<file path="src/hdl/msidm_consts.vh">
`ifndef MSIDM_CONSTS_VH
`define MSIDM_CONSTS_VH

// ----------------------------------------------------------------
// Register byte offsets
// ----------------------------------------------------------------
`define MSIDM_OFS_EDGE_CFG 8'h00
`define MSIDM_OFS_PHASE_ST 8'h04
`define MSIDM_OFS_CTRL_A 8'h08
`define MSIDM_OFS_CTRL_C 8'h0C
`define MSIDM_OFS_SAMPLING 8'h10
`define MSIDM_OFS_STEP_TMR 8'h14
`define MSIDM_OFS_ZC_CAP 8'h18
`define MSIDM_OFS_ZC_PREV 8'h1C
`define MSIDM_OFS_DEMAG 8'h20
`define MSIDM_OFS_COMM_CMP 8'h24
`define MSIDM_OFS_WEIGHT 8'h28
`define MSIDM_OFS_PRESC 8'h2C

// ----------------------------------------------------------------
// Field positions
// ----------------------------------------------------------------
`define MSIDM_CA_POS_SENS 0
`define MSIDM_CA_DIRECT_LOAD 1
`define MSIDM_CA_AUTO_SW 2
`define MSIDM_CA_TMR_EN 3
`define MSIDM_CA_USE_CAP 4
`define MSIDM_CC_SOFT_COMM 0
`define MSIDM_CC_ENC_DIR 1
`define MSIDM_CC_OVF 2
`define MSIDM_CC_PHASE_COMP 3
`define MSIDM_CC_COMM_FLAG 4
`define MSIDM_CC_CAP_FLAG 5
`define MSIDM_SC_OFF_GND 0
`define MSIDM_SC_PIN_REL 1

// ----------------------------------------------------------------
// Codes and reset values
// ----------------------------------------------------------------
`define MSIDM_TES_OFF 2'h0
`define MSIDM_TES_RISE 2'h1
`define MSIDM_TES_FALL 2'h2
`define MSIDM_TES_BOTH 2'h3
`define MSIDM_IS_ENCODER 2'h3
`define MSIDM_PIN_STD 2'h0
`define MSIDM_PIN_ANALOG 2'h1
`define MSIDM_PIN_DIGITAL 2'h2
`define MSIDM_PIN_OFF 2'h3
`define MSIDM_TMR_MAX 8'hFF
`define MSIDM_TMR_MID 8'h80
`define MSIDM_PRESC_MAX 4'hF
`define MSIDM_RST_BYTE 8'h00

`endif

</file>
<file path="src/hdl/msidm_top.v">
// Operation
// - Nonzero edge select enters speed mode
// - Tacho mux routes one selected input
// - Rising, falling or both edges capture
// - Preloads load at commutation or directly
// - Encoder clock from all A and B edges
// - Read-only direction sampled at A falling
// - Single encoder input gives half rate
// - Position sensor reserves the selected input
// - Sensorless: analog input, others off/grounded
// - Encoder pin release frees inputs A and B
// - Speed mode: comparator off, digital inputs
// - Eight-bit shifting timer with prescaler
// - Cascaded captures plus demag register
// - Multiplier computes next commutation compare
// - Autoswitched mode commutates in hardware
// - Soft commutation needs compare write first
// - Speed mode never drives six-step
// - Switched compare match commutates, resets timer
`timescale 1ns/10ps
`default_nettype none
`include "msidm_consts.vh"

module msidm_top (
  input wire core_clk_i,
  input wire nrst_i,
  input wire psel,
  input wire penable,
  input wire pwrite,
  input wire [7:0] paddr,
  input wire [31:0] pwdata,
  output reg [31:0] prdata,
  output reg pready,
  output reg pslverr,
  input wire motor_input_a_i,
  input wire motor_input_b_i,
  input wire motor_input_c_i,
  input wire zero_cross_event_i,
  output reg [5:0] pin_mode_o,
  output reg off_input_ground_o,
  output reg phase_comp_on_o,
  output reg commutation_o,
  output reg capture_event_o,
  output reg encoder_clk_o,
  output reg encoder_direction_o
);

  reg [1:0] tacho_edge_sel_reg, input_select_reg, sampling_control_reg;
  reg [1:0] input_select_pre_reg;
  reg [4:0] control_reg_a;
  reg soft_comm_reg, ovf_flag_reg, comm_flag_reg, cap_flag_reg, cmp_armed_reg;
  reg mult_pend_reg;
  reg [7:0] step_timer_reg, zero_cross_capture_reg, zero_cross_previous_reg;
  reg [7:0] demag_reg, comm_cmp_reg, weight_reg;
  reg [3:0] presc_reg;
  reg [15:0] presc_cnt_reg;
  reg [31:0] rdata_next;
  reg [5:0] pin_mode_next;
  wire cap_pulse, enc_clk, enc_dir, speed_mode, auto_mode, tmr_en, tick, acc;
  wire wr, comm_match, hw_zero, sim_zero, cmp_wr, auto_ovf;
  wire [15:0] product;
  wire [7:0] mult_src;

  // ----------------------------------------------------------------
  // Input stage
  // ----------------------------------------------------------------
  msidm_input_stage u_in (
    .core_clk_i(core_clk_i), .nrst_i(nrst_i),
    .motor_inputs_i({motor_input_c_i, motor_input_b_i, motor_input_a_i}),
    .tacho_edge_sel_i(tacho_edge_sel_reg), .input_select_i(input_select_reg),
    .capture_pulse_o(cap_pulse), .encoder_clk_o(enc_clk),
    .encoder_direction_o(enc_dir)
  );

  // Mode and access decode.
  assign speed_mode = (tacho_edge_sel_reg != `MSIDM_TES_OFF);
  assign auto_mode = control_reg_a[`MSIDM_CA_AUTO_SW];
  assign tmr_en = control_reg_a[`MSIDM_CA_TMR_EN];
  assign acc = psel & penable & pready;
  assign wr = acc & pwrite;
  assign cmp_wr = wr && (paddr == `MSIDM_OFS_COMM_CMP);
  assign sim_zero = wr && (paddr == `MSIDM_OFS_ZC_CAP);
  assign hw_zero = zero_cross_event_i & auto_mode & ~speed_mode;
  assign tick = tmr_en &&
    (presc_cnt_reg == ((16'h0001 << presc_reg) - 16'h0001));
  assign auto_ovf = tick && auto_mode && !speed_mode &&
    (step_timer_reg == `MSIDM_TMR_MAX);
  assign mult_src = control_reg_a[`MSIDM_CA_USE_CAP] ?
    zero_cross_capture_reg : zero_cross_previous_reg;
  assign product = weight_reg * mult_src;
  assign comm_match = cmp_armed_reg && tmr_en && !speed_mode &&
    (step_timer_reg >= comm_cmp_reg);

  // ----------------------------------------------------------------
  // APB slave
  // ----------------------------------------------------------------
  // Read data mux for the setup cycle.
  always @* begin
    rdata_next = 32'h00000000;
    case (paddr)
      `MSIDM_OFS_EDGE_CFG: rdata_next[1:0] = tacho_edge_sel_reg;
      `MSIDM_OFS_PHASE_ST:
        rdata_next[3:0] = {input_select_pre_reg, input_select_reg};
      `MSIDM_OFS_CTRL_A: rdata_next[4:0] = control_reg_a;
      `MSIDM_OFS_CTRL_C:
        rdata_next[5:0] = {cap_flag_reg, comm_flag_reg, phase_comp_on_o,
                           ovf_flag_reg, enc_dir, soft_comm_reg};
      `MSIDM_OFS_SAMPLING: rdata_next[1:0] = sampling_control_reg;
      `MSIDM_OFS_STEP_TMR: rdata_next[7:0] = step_timer_reg;
      `MSIDM_OFS_ZC_CAP: rdata_next[7:0] = zero_cross_capture_reg;
      `MSIDM_OFS_ZC_PREV: rdata_next[7:0] = zero_cross_previous_reg;
      `MSIDM_OFS_DEMAG: rdata_next[7:0] = demag_reg;
      `MSIDM_OFS_COMM_CMP: rdata_next[7:0] = comm_cmp_reg;
      `MSIDM_OFS_WEIGHT: rdata_next[7:0] = weight_reg;
      `MSIDM_OFS_PRESC: rdata_next[3:0] = presc_reg;
      default: rdata_next = 32'h00000000;
    endcase
  end

  // No wait state: answer is prepared in setup, given in the first access cycle.
  always @(posedge core_clk_i or negedge nrst_i) begin
    if (!nrst_i) begin
      prdata <= 32'h00000000;
      pready <= 1'b0;
      pslverr <= 1'b0;
    end else if (psel && !penable) begin
      prdata <= rdata_next;
      pready <= 1'b1;
      pslverr <= (paddr[1:0] != 2'h0) || (paddr > `MSIDM_OFS_PRESC);
    end else begin
      pready <= 1'b0;
      pslverr <= 1'b0;
    end
  end

  // ----------------------------------------------------------------
  // Configuration registers
  // ----------------------------------------------------------------
  // Software-written control and preload fields.
  always @(posedge core_clk_i or negedge nrst_i) begin
    if (!nrst_i) begin
      tacho_edge_sel_reg <= `MSIDM_TES_OFF;
      input_select_reg <= 2'h0;
      input_select_pre_reg <= 2'h0;
      control_reg_a <= 5'h00;
      soft_comm_reg <= 1'b0;
      sampling_control_reg <= 2'h0;
      weight_reg <= `MSIDM_RST_BYTE;
      presc_reg <= 4'h0;
    end else begin
      if (wr && !pslverr) begin
        case (paddr)
          `MSIDM_OFS_EDGE_CFG: tacho_edge_sel_reg <= pwdata[1:0];
          `MSIDM_OFS_PHASE_ST: input_select_pre_reg <= pwdata[1:0];
          `MSIDM_OFS_CTRL_A: control_reg_a <= pwdata[4:0];
          `MSIDM_OFS_CTRL_C: soft_comm_reg <= pwdata[`MSIDM_CC_SOFT_COMM];
          `MSIDM_OFS_SAMPLING: sampling_control_reg <= pwdata[1:0];
          `MSIDM_OFS_WEIGHT: weight_reg <= pwdata[7:0];
          `MSIDM_OFS_PRESC: begin
            if (!tmr_en) begin
              presc_reg <= pwdata[3:0];
            end
          end
          default: begin
          end
        endcase
      end
      if (wr && paddr == `MSIDM_OFS_PHASE_ST &&
          control_reg_a[`MSIDM_CA_DIRECT_LOAD]) begin
        input_select_reg <= pwdata[1:0];
      end else if (commutation_o) begin
        input_select_reg <= input_select_pre_reg;
      end
      if (auto_ovf && presc_reg != `MSIDM_PRESC_MAX) begin
        presc_reg <= presc_reg + 4'h1;
      end
    end
  end

  // ----------------------------------------------------------------
  // Delay manager
  // ----------------------------------------------------------------
  // Step timer, captures, compare and commutation.
  always @(posedge core_clk_i or negedge nrst_i) begin
    if (!nrst_i) begin
      presc_cnt_reg <= 16'h0000;
      step_timer_reg <= `MSIDM_RST_BYTE;
      zero_cross_capture_reg <= `MSIDM_RST_BYTE;
      zero_cross_previous_reg <= `MSIDM_RST_BYTE;
      demag_reg <= `MSIDM_RST_BYTE;
      comm_cmp_reg <= `MSIDM_RST_BYTE;
      cmp_armed_reg <= 1'b0;
      mult_pend_reg <= 1'b0;
      commutation_o <= 1'b0;
      ovf_flag_reg <= 1'b0;
      comm_flag_reg <= 1'b0;
      cap_flag_reg <= 1'b0;
    end else begin
      commutation_o <= 1'b0;
      mult_pend_reg <= 1'b0;
      // Write one to clear; a same-cycle event wins below.
      if (wr && paddr == `MSIDM_OFS_CTRL_C) begin
        if (pwdata[`MSIDM_CC_OVF]) ovf_flag_reg <= 1'b0;
        if (pwdata[`MSIDM_CC_COMM_FLAG]) comm_flag_reg <= 1'b0;
        if (pwdata[`MSIDM_CC_CAP_FLAG]) cap_flag_reg <= 1'b0;
      end
      if (wr && paddr == `MSIDM_OFS_DEMAG) begin
        demag_reg <= pwdata[7:0];
      end
      if (tmr_en) begin
        presc_cnt_reg <= tick ? 16'h0000 : presc_cnt_reg + 16'h0001;
      end else begin
        presc_cnt_reg <= 16'h0000;
      end
      if (tick) begin
        step_timer_reg <= step_timer_reg + 8'h01;
        if (step_timer_reg == `MSIDM_TMR_MAX &&
            tacho_edge_sel_reg == `MSIDM_TES_OFF) begin
          ovf_flag_reg <= 1'b1;
        end
      end
      if (auto_ovf) begin
        step_timer_reg <= `MSIDM_TMR_MID;
        zero_cross_capture_reg <= {1'b0, zero_cross_capture_reg[7:1]};
        zero_cross_previous_reg <= {1'b0, zero_cross_previous_reg[7:1]};
        demag_reg <= {1'b0, demag_reg[7:1]};
        comm_cmp_reg <= {1'b0, comm_cmp_reg[7:1]};
        mult_pend_reg <= ~soft_comm_reg;
      end
      if (hw_zero || (speed_mode && cap_pulse)) begin
        zero_cross_capture_reg <= step_timer_reg;
        zero_cross_previous_reg <= zero_cross_capture_reg;
        step_timer_reg <= `MSIDM_RST_BYTE;
        cap_flag_reg <= 1'b1;
        mult_pend_reg <= auto_mode & ~soft_comm_reg & ~speed_mode;
      end else if (sim_zero) begin
        zero_cross_capture_reg <= pwdata[7:0];
        zero_cross_previous_reg <= pwdata[7:0];
        step_timer_reg <= `MSIDM_RST_BYTE;
        mult_pend_reg <= auto_mode & ~soft_comm_reg;
      end
      if (cmp_wr && (soft_comm_reg || !auto_mode)) begin
        comm_cmp_reg <= pwdata[7:0];
        cmp_armed_reg <= 1'b1;
      end else if (mult_pend_reg && auto_mode && !soft_comm_reg) begin
        comm_cmp_reg <= product[15:8];
        cmp_armed_reg <= 1'b1;
      end else if (comm_match) begin
        commutation_o <= 1'b1;
        comm_flag_reg <= 1'b1;
        cmp_armed_reg <= !auto_mode && !soft_comm_reg;
        if (auto_mode) begin
          comm_cmp_reg <= step_timer_reg;
        end else if (!hw_zero && !sim_zero) begin
          step_timer_reg <= `MSIDM_RST_BYTE;
        end
      end
    end
  end

  // ----------------------------------------------------------------
  // Pin configuration
  // ----------------------------------------------------------------
  // Per-pin mode from release, edge, sensor and select fields.
  always @* begin
    pin_mode_next = {3{`MSIDM_PIN_STD}};
    if (speed_mode) begin
      if (input_select_reg == `MSIDM_IS_ENCODER) begin
        if (!sampling_control_reg[`MSIDM_SC_PIN_REL]) begin
          pin_mode_next = {`MSIDM_PIN_STD, `MSIDM_PIN_DIGITAL,
                           `MSIDM_PIN_DIGITAL};
        end
      end else begin
        pin_mode_next[input_select_reg*2 +: 2] = `MSIDM_PIN_DIGITAL;
      end
    end else if (input_select_reg != `MSIDM_IS_ENCODER) begin
      if (control_reg_a[`MSIDM_CA_POS_SENS]) begin
        pin_mode_next[input_select_reg*2 +: 2] = `MSIDM_PIN_ANALOG;
      end else begin
        pin_mode_next = {3{`MSIDM_PIN_OFF}};
        pin_mode_next[input_select_reg*2 +: 2] = `MSIDM_PIN_ANALOG;
      end
    end else if (!control_reg_a[`MSIDM_CA_POS_SENS]) begin
      pin_mode_next = {3{`MSIDM_PIN_OFF}};
    end
  end

  // Registered pin, comparator and event outputs.
  always @(posedge core_clk_i or negedge nrst_i) begin
    if (!nrst_i) begin
      pin_mode_o <= 6'h00;
      off_input_ground_o <= 1'b0;
      phase_comp_on_o <= 1'b0;
      capture_event_o <= 1'b0;
      encoder_clk_o <= 1'b0;
      encoder_direction_o <= 1'b0;
    end else begin
      pin_mode_o <= pin_mode_next;
      off_input_ground_o <= sampling_control_reg[`MSIDM_SC_OFF_GND] &
        ~speed_mode & ~control_reg_a[`MSIDM_CA_POS_SENS];
      phase_comp_on_o <= ~speed_mode;
      capture_event_o <= cap_pulse;
      encoder_clk_o <= enc_clk;
      encoder_direction_o <= enc_dir;
    end
  end

endmodule

`default_nettype wire

</file>
<file path="src/hdl/msidm_input_stage.v">
`timescale 1ns/10ps
`default_nettype none

// Synchronises the motor inputs, detects tacho edges and decodes the
// quadrature encoder.
module msidm_input_stage (
  input wire core_clk_i,
  input wire nrst_i,
  input wire [2:0] motor_inputs_i,
  input wire [1:0] tacho_edge_sel_i,
  input wire [1:0] input_select_i,
  output reg capture_pulse_o,
  output reg encoder_clk_o,
  output reg encoder_direction_o
);

  reg [2:0] sync1_reg;
  reg [2:0] sync2_reg;
  reg [2:0] last_reg;
  wire [2:0] rise;
  wire [2:0] fall;
  wire tacho_rise;
  wire tacho_fall;
  wire speed_mode;
  wire encoder_mode;

  // ----------------------------------------------------------------
  // Input synchronisers
  // ----------------------------------------------------------------
  genvar gi;
  generate
    for (gi = 0; gi < 3; gi = gi + 1) begin : g_pin
      always @(posedge core_clk_i or negedge nrst_i) begin
        if (!nrst_i) begin
          sync1_reg[gi] <= 1'b0;
          sync2_reg[gi] <= 1'b0;
          last_reg[gi] <= 1'b0;
        end else begin
          sync1_reg[gi] <= motor_inputs_i[gi];
          sync2_reg[gi] <= sync1_reg[gi];
          last_reg[gi] <= sync2_reg[gi];
        end
      end
      assign rise[gi] = sync2_reg[gi] & ~last_reg[gi];
      assign fall[gi] = ~sync2_reg[gi] & last_reg[gi];
    end
  endgenerate

  // ----------------------------------------------------------------
  // Edge selection
  // ----------------------------------------------------------------
  // speed mode decode.
  assign speed_mode = (tacho_edge_sel_i != `MSIDM_TES_OFF);
  assign encoder_mode = speed_mode & (input_select_i == `MSIDM_IS_ENCODER);
  assign tacho_rise = (input_select_i == 2'h0) ? rise[0] :
                      (input_select_i == 2'h1) ? rise[1] : rise[2];
  assign tacho_fall = (input_select_i == 2'h0) ? fall[0] :
                      (input_select_i == 2'h1) ? fall[1] : fall[2];

  // Capture pulses and encoder clock, one cycle wide; direction held.
  always @(posedge core_clk_i or negedge nrst_i) begin
    if (!nrst_i) begin
      capture_pulse_o <= 1'b0;
      encoder_clk_o <= 1'b0;
      encoder_direction_o <= 1'b0;
    end else begin
      capture_pulse_o <= 1'b0;
      encoder_clk_o <= 1'b0;
      if (speed_mode && !encoder_mode) begin
        case (tacho_edge_sel_i)
          `MSIDM_TES_RISE: capture_pulse_o <= tacho_rise;
          `MSIDM_TES_FALL: capture_pulse_o <= tacho_fall;
          `MSIDM_TES_BOTH: capture_pulse_o <= tacho_rise | tacho_fall;
          default: capture_pulse_o <= 1'b0;
        endcase
      end
      if (encoder_mode) begin
        encoder_clk_o <= rise[0] | fall[0] | rise[1] | fall[1];
        if (fall[0]) begin
          encoder_direction_o <= sync2_reg[1];
        end
      end
    end
  end

endmodule

`default_nettype wire

</file>
<file path="config.mk">
export PLATFORM = sky130hd
export DESIGN_NAME = msidm_top
export DESIGN_NICKNAME = d
export VERILOG_FILES = /design/src/hdl/msidm_top.v /design/src/hdl/msidm_input_stage.v
export VERILOG_INCLUDE_DIRS = /design/src /design/src/hdl
export SDC_FILE = /design/constraint.sdc
export NUM_CORES = 1
export LEC_CHECK = 0
export BUFFER_PORTS_ARGS = -buffer_cell sky130_fd_sc_hd__buf_2
export CORE_ASPECT_RATIO = 0.75
export CORE_MARGIN = 1.5
export CORE_UTILIZATION = 61
export DETAILED_ROUTE_END_ITERATION = 12
export PLACE_DENSITY = 0.82
export RECOVER_POWER = 25
export REMOVE_ABC_BUFFERS = 1
export SLEW_MARGIN = 30
export SYNTH_ARGS = -nofsm -noshare
export SYNTH_HDL_FRONTEND = slang
export SYNTH_SLANG_ARGS = --single-unit
export TNS_END_PERCENT = 10
</file>
<file path="constraint.sdc">
create_clock -name core_clk_i -period 6.9 [get_ports core_clk_i]
set_input_delay 1.035 -clock core_clk_i [delete_from_list [all_inputs] [get_ports core_clk_i]]
set_output_delay 1.035 -clock core_clk_i [all_outputs]
set_load 0.02 [all_outputs]
</file>
==> flow_metrics.env <==
export IMPL_grt_busiest_layer="met2"
export IMPL_finalSetupViolations=0
export IMPL_rsz0062_at_grt="no"
export IMPL_grt_pass1_wl_um=36600
export IMPL_grt_use_met2=0.441
export IMPL_drive_gt1_frac=0.127
export IMPL_clockBufferDepth=2
export IMPL_cp_required_ns=7.18
export IMPL_cts_root_buf="clkbuf_16"
export IMPL_ys_top_cells_by_area="dfrtp_1, fa_1, ha_1"
export IMPL_setup_ws_ns=1.20
export IMPL_tightestPinTransition_ns=2.25
export IMPL_worstPathArrival_ns=5.97
export IMPL_postCtsHoldBufs=0
export IMPL_drt_iter0_drc=888
export IMPL_p_leak_nw=4.84
export IMPL_fin_nets=1136
export IMPL_status="finished with violations"
export IMPL_avgRoutedWirePerCell_um=19.0
export IMPL_grt_pass1_vias=6912
export IMPL_slew_headroom=-0.497
export IMPL_port_buffers=46
export IMPL_cts_resized=0
export IMPL_synth_top_area_frac=0.331
export IMPL_synth_distinct_cells=72
export IMPL_die_w_um=144
export IMPL_final_hold_viol_count=0
export IMPL_critPathMaxFanout=10
export IMPL_yosysWarnings=0
export IMPL_rows=38
export IMPL_drtAntennaViolNets=0
export IMPL_clock_skew_ns=0.0112
export IMPL_via_per_inst=6.29
export IMPL_setup_tns_ns=0
export IMPL_core_area_sq_um=14500
export IMPL_synth_edf_count=0
export IMPL_netlist_instances=979
export IMPL_cts_clk_slew_worst_paths_ns=0.06
export IMPL_syn2layout_area_growth_pct=9.11
export IMPL_min_period_ns=5.70
export IMPL_cts_setup_buffers=0
export IMPL_vdd_ir_drop_max_mv=0.178
export IMPL_power_density_nw_per_um2=173
export IMPL_fillerInstances=1074
export IMPL_synth_ff_type="dfrtp_1"
export IMPL_fmax_mhz=176
export IMPL_gp_congestion=0.944
export IMPL_report_final_slew_viol_count=124
export IMPL_vias=7627
export IMPL_whs_ns=0.350
export IMPL_routed_wl_um=23100
export IMPL_synth_avg_cell_area_sq_um=9.35
export IMPL_dp_hpwl_um=16200
export IMPL_fin_crit_sh=0.825
export IMPL_yosysMostFrequentCell="dfrtp_1"
export IMPL_grt_total_usage=0.304
export IMPL_path_class="reg -> reg"
export IMPL_synth_seq_area_share=0.331
export IMPL_start_util=0.629
export IMPL_ys_ff_latch=121
export IMPL_synth_largest_area_cell="dfrtp_1"
export IMPL_grtUsageMet1=0.433
export IMPL_cts_sinks=121
export IMPL_die_height_um=109
export IMPL_cts_tree="yes"
export IMPL_utilization=0.687
export IMPL_synth_async_reset_ratio=1.00
export IMPL_cts_htree_levels=4
export IMPL_overflow=0
export IMPL_clock_latency_ns=0.43
export IMPL_grt_max_degree=83
export IMPL_die_area_sq_um=15800
export IMPL_timing_max_cap_violations=2
export IMPL_io_pins=95
export IMPL_regArea_sq_um=3030
export IMPL_largest_reg_flops=16
export IMPL_violations="capacitance limit, slew limit"
export IMPL_critPathCaptureType="flop"
export IMPL_netlist_area_sq_um=9160
export IMPL_hold_path_class="reg -> reg"
export IMPL_dr_pass1_iters=5
export IMPL_diodes=0
export IMPL_cp_start_kind="flop"
export IMPL_multi_input_area_sq_um=5580
export IMPL_antenna_found_initial=0
export IMPL_place_ws_ns=1.26
export IMPL_route_detailed_drc=0
export IMPL_synth_common_cells="dfrtp_1, nand2_1, nor2_1"
export IMPL_cts_inserted_buffers=17
export IMPL_grtUsageMet3=0.0913
-- routing by layer --
layer  wire, um  part of all wire
met5          0                 0
met4        547             0.024
met2       9830              0.43
met1      10000              0.43
met3       2660              0.12
-- power breakdown --
part / switching [mW] / internal [mW] / total [mW]
combinational: 0.0537 / 0.0157 / 0.0694
clock: 0.361 / 0.578 / 0.938
sequential: 0.00571 / 0.718 / 0.723
-- worst paths after layout --
kind | start | endpoint | slack [ns] | depth (start not counted)
max | control_reg_a[4] | comm_cmp_reg[5] | 1.20 | 17
min | u_in.encoder_clk_o | encoder_clk_o | 0.35 | 0
max reg2reg | control_reg_a[4] | comm_cmp_reg[5] | 1.20 | 17
min reg2reg | u_in.encoder_clk_o | encoder_clk_o | 0.35 | 0
max in group asynchronous | nrst_i | demag_reg[7] | 2.73 | 2
min in group asynchronous | nrst_i | presc_cnt_reg[13] | 1.27 | 1
-- metrics by stage --
stage | cell area [sq um] | instances | total power [mW]
after floorplan | 8850 | 930 | 0.765
after detailed placement | 9380 | 1181 | 0.805
after CTS | 10000 | 1213 | 1.73
after global placement | 9380 | 1181 | 0.803
after global routing | 9990 | 1213 | 1.77
final | 9990 | 1213 | 1.73
-- cell type report --
cell class                 count  share of cell area
clock inverter                14              0.0188
clock buffer                  18              0.0430
sequential                   121               0.303
multi-input combinational    742               0.559
tap                          200              0.0250
timing repair buffer          51              0.0263
inverter                      67              0.0252
-- placed cells by master (no fill, tap or decap), types with 8 or more instances in the layout --
cell	n
ha_1	52
and2_1	25
a221oi_1	16
nand3_1	31
o211ai_1	11
a31oi_1	16
nand2b_1	20
buf_2	44
nand2_1	95
xnor2_1	21
xor2_1	21
nand4_1	17
dfrtp_1	121
mux2_2	33
nor2_1	69
conb_1	24
a22o_1	8
fa_1	35
nor3_1	12
nor2b_1	18
o21ai_0	34
and3_1	12
mux2i_1	31
clkbuf_16	17
a22oi_1	15
inv_1	66
mux2_1	11
a21o_1	12
a21oi_1	28
-- cells by family after synthesis --
| family | after synthesis | synth area share |
|---|---|---|
| xor gates and xnor gates | 42 | 0.0402 |
| and+or+nand+nor | 334 | 0.185 |
| other | 1 | 0.000409 |
| muxes | 76 | 0.0896 |
| DFF | 121 | 0.331 |
| AOI/OAI and AO/OA | 179 | 0.137 |
| buffers and inverters | 139 | 0.0700 |
| adders and majority gates | 87 | 0.148 |
-- critical path: stages (launching register included) --
cell	delay [ns]
dfrtp_1	0.64
mux2_2	0.48
and2_1	0.21
fa_1	0.47
fa_1	0.54
inv_1	0.05
fa_1	0.46
fa_1	0.54
inv_1	0.04
ha_1	0.29
nand4b_1	0.11
or4_1	0.50
nand3_1	0.20
a221o_1	0.29
a311o_1	0.24
xor2_1	0.08
a222oi_1	0.26
o211ai_1	0.13
(Power assumes the default switching activity.)
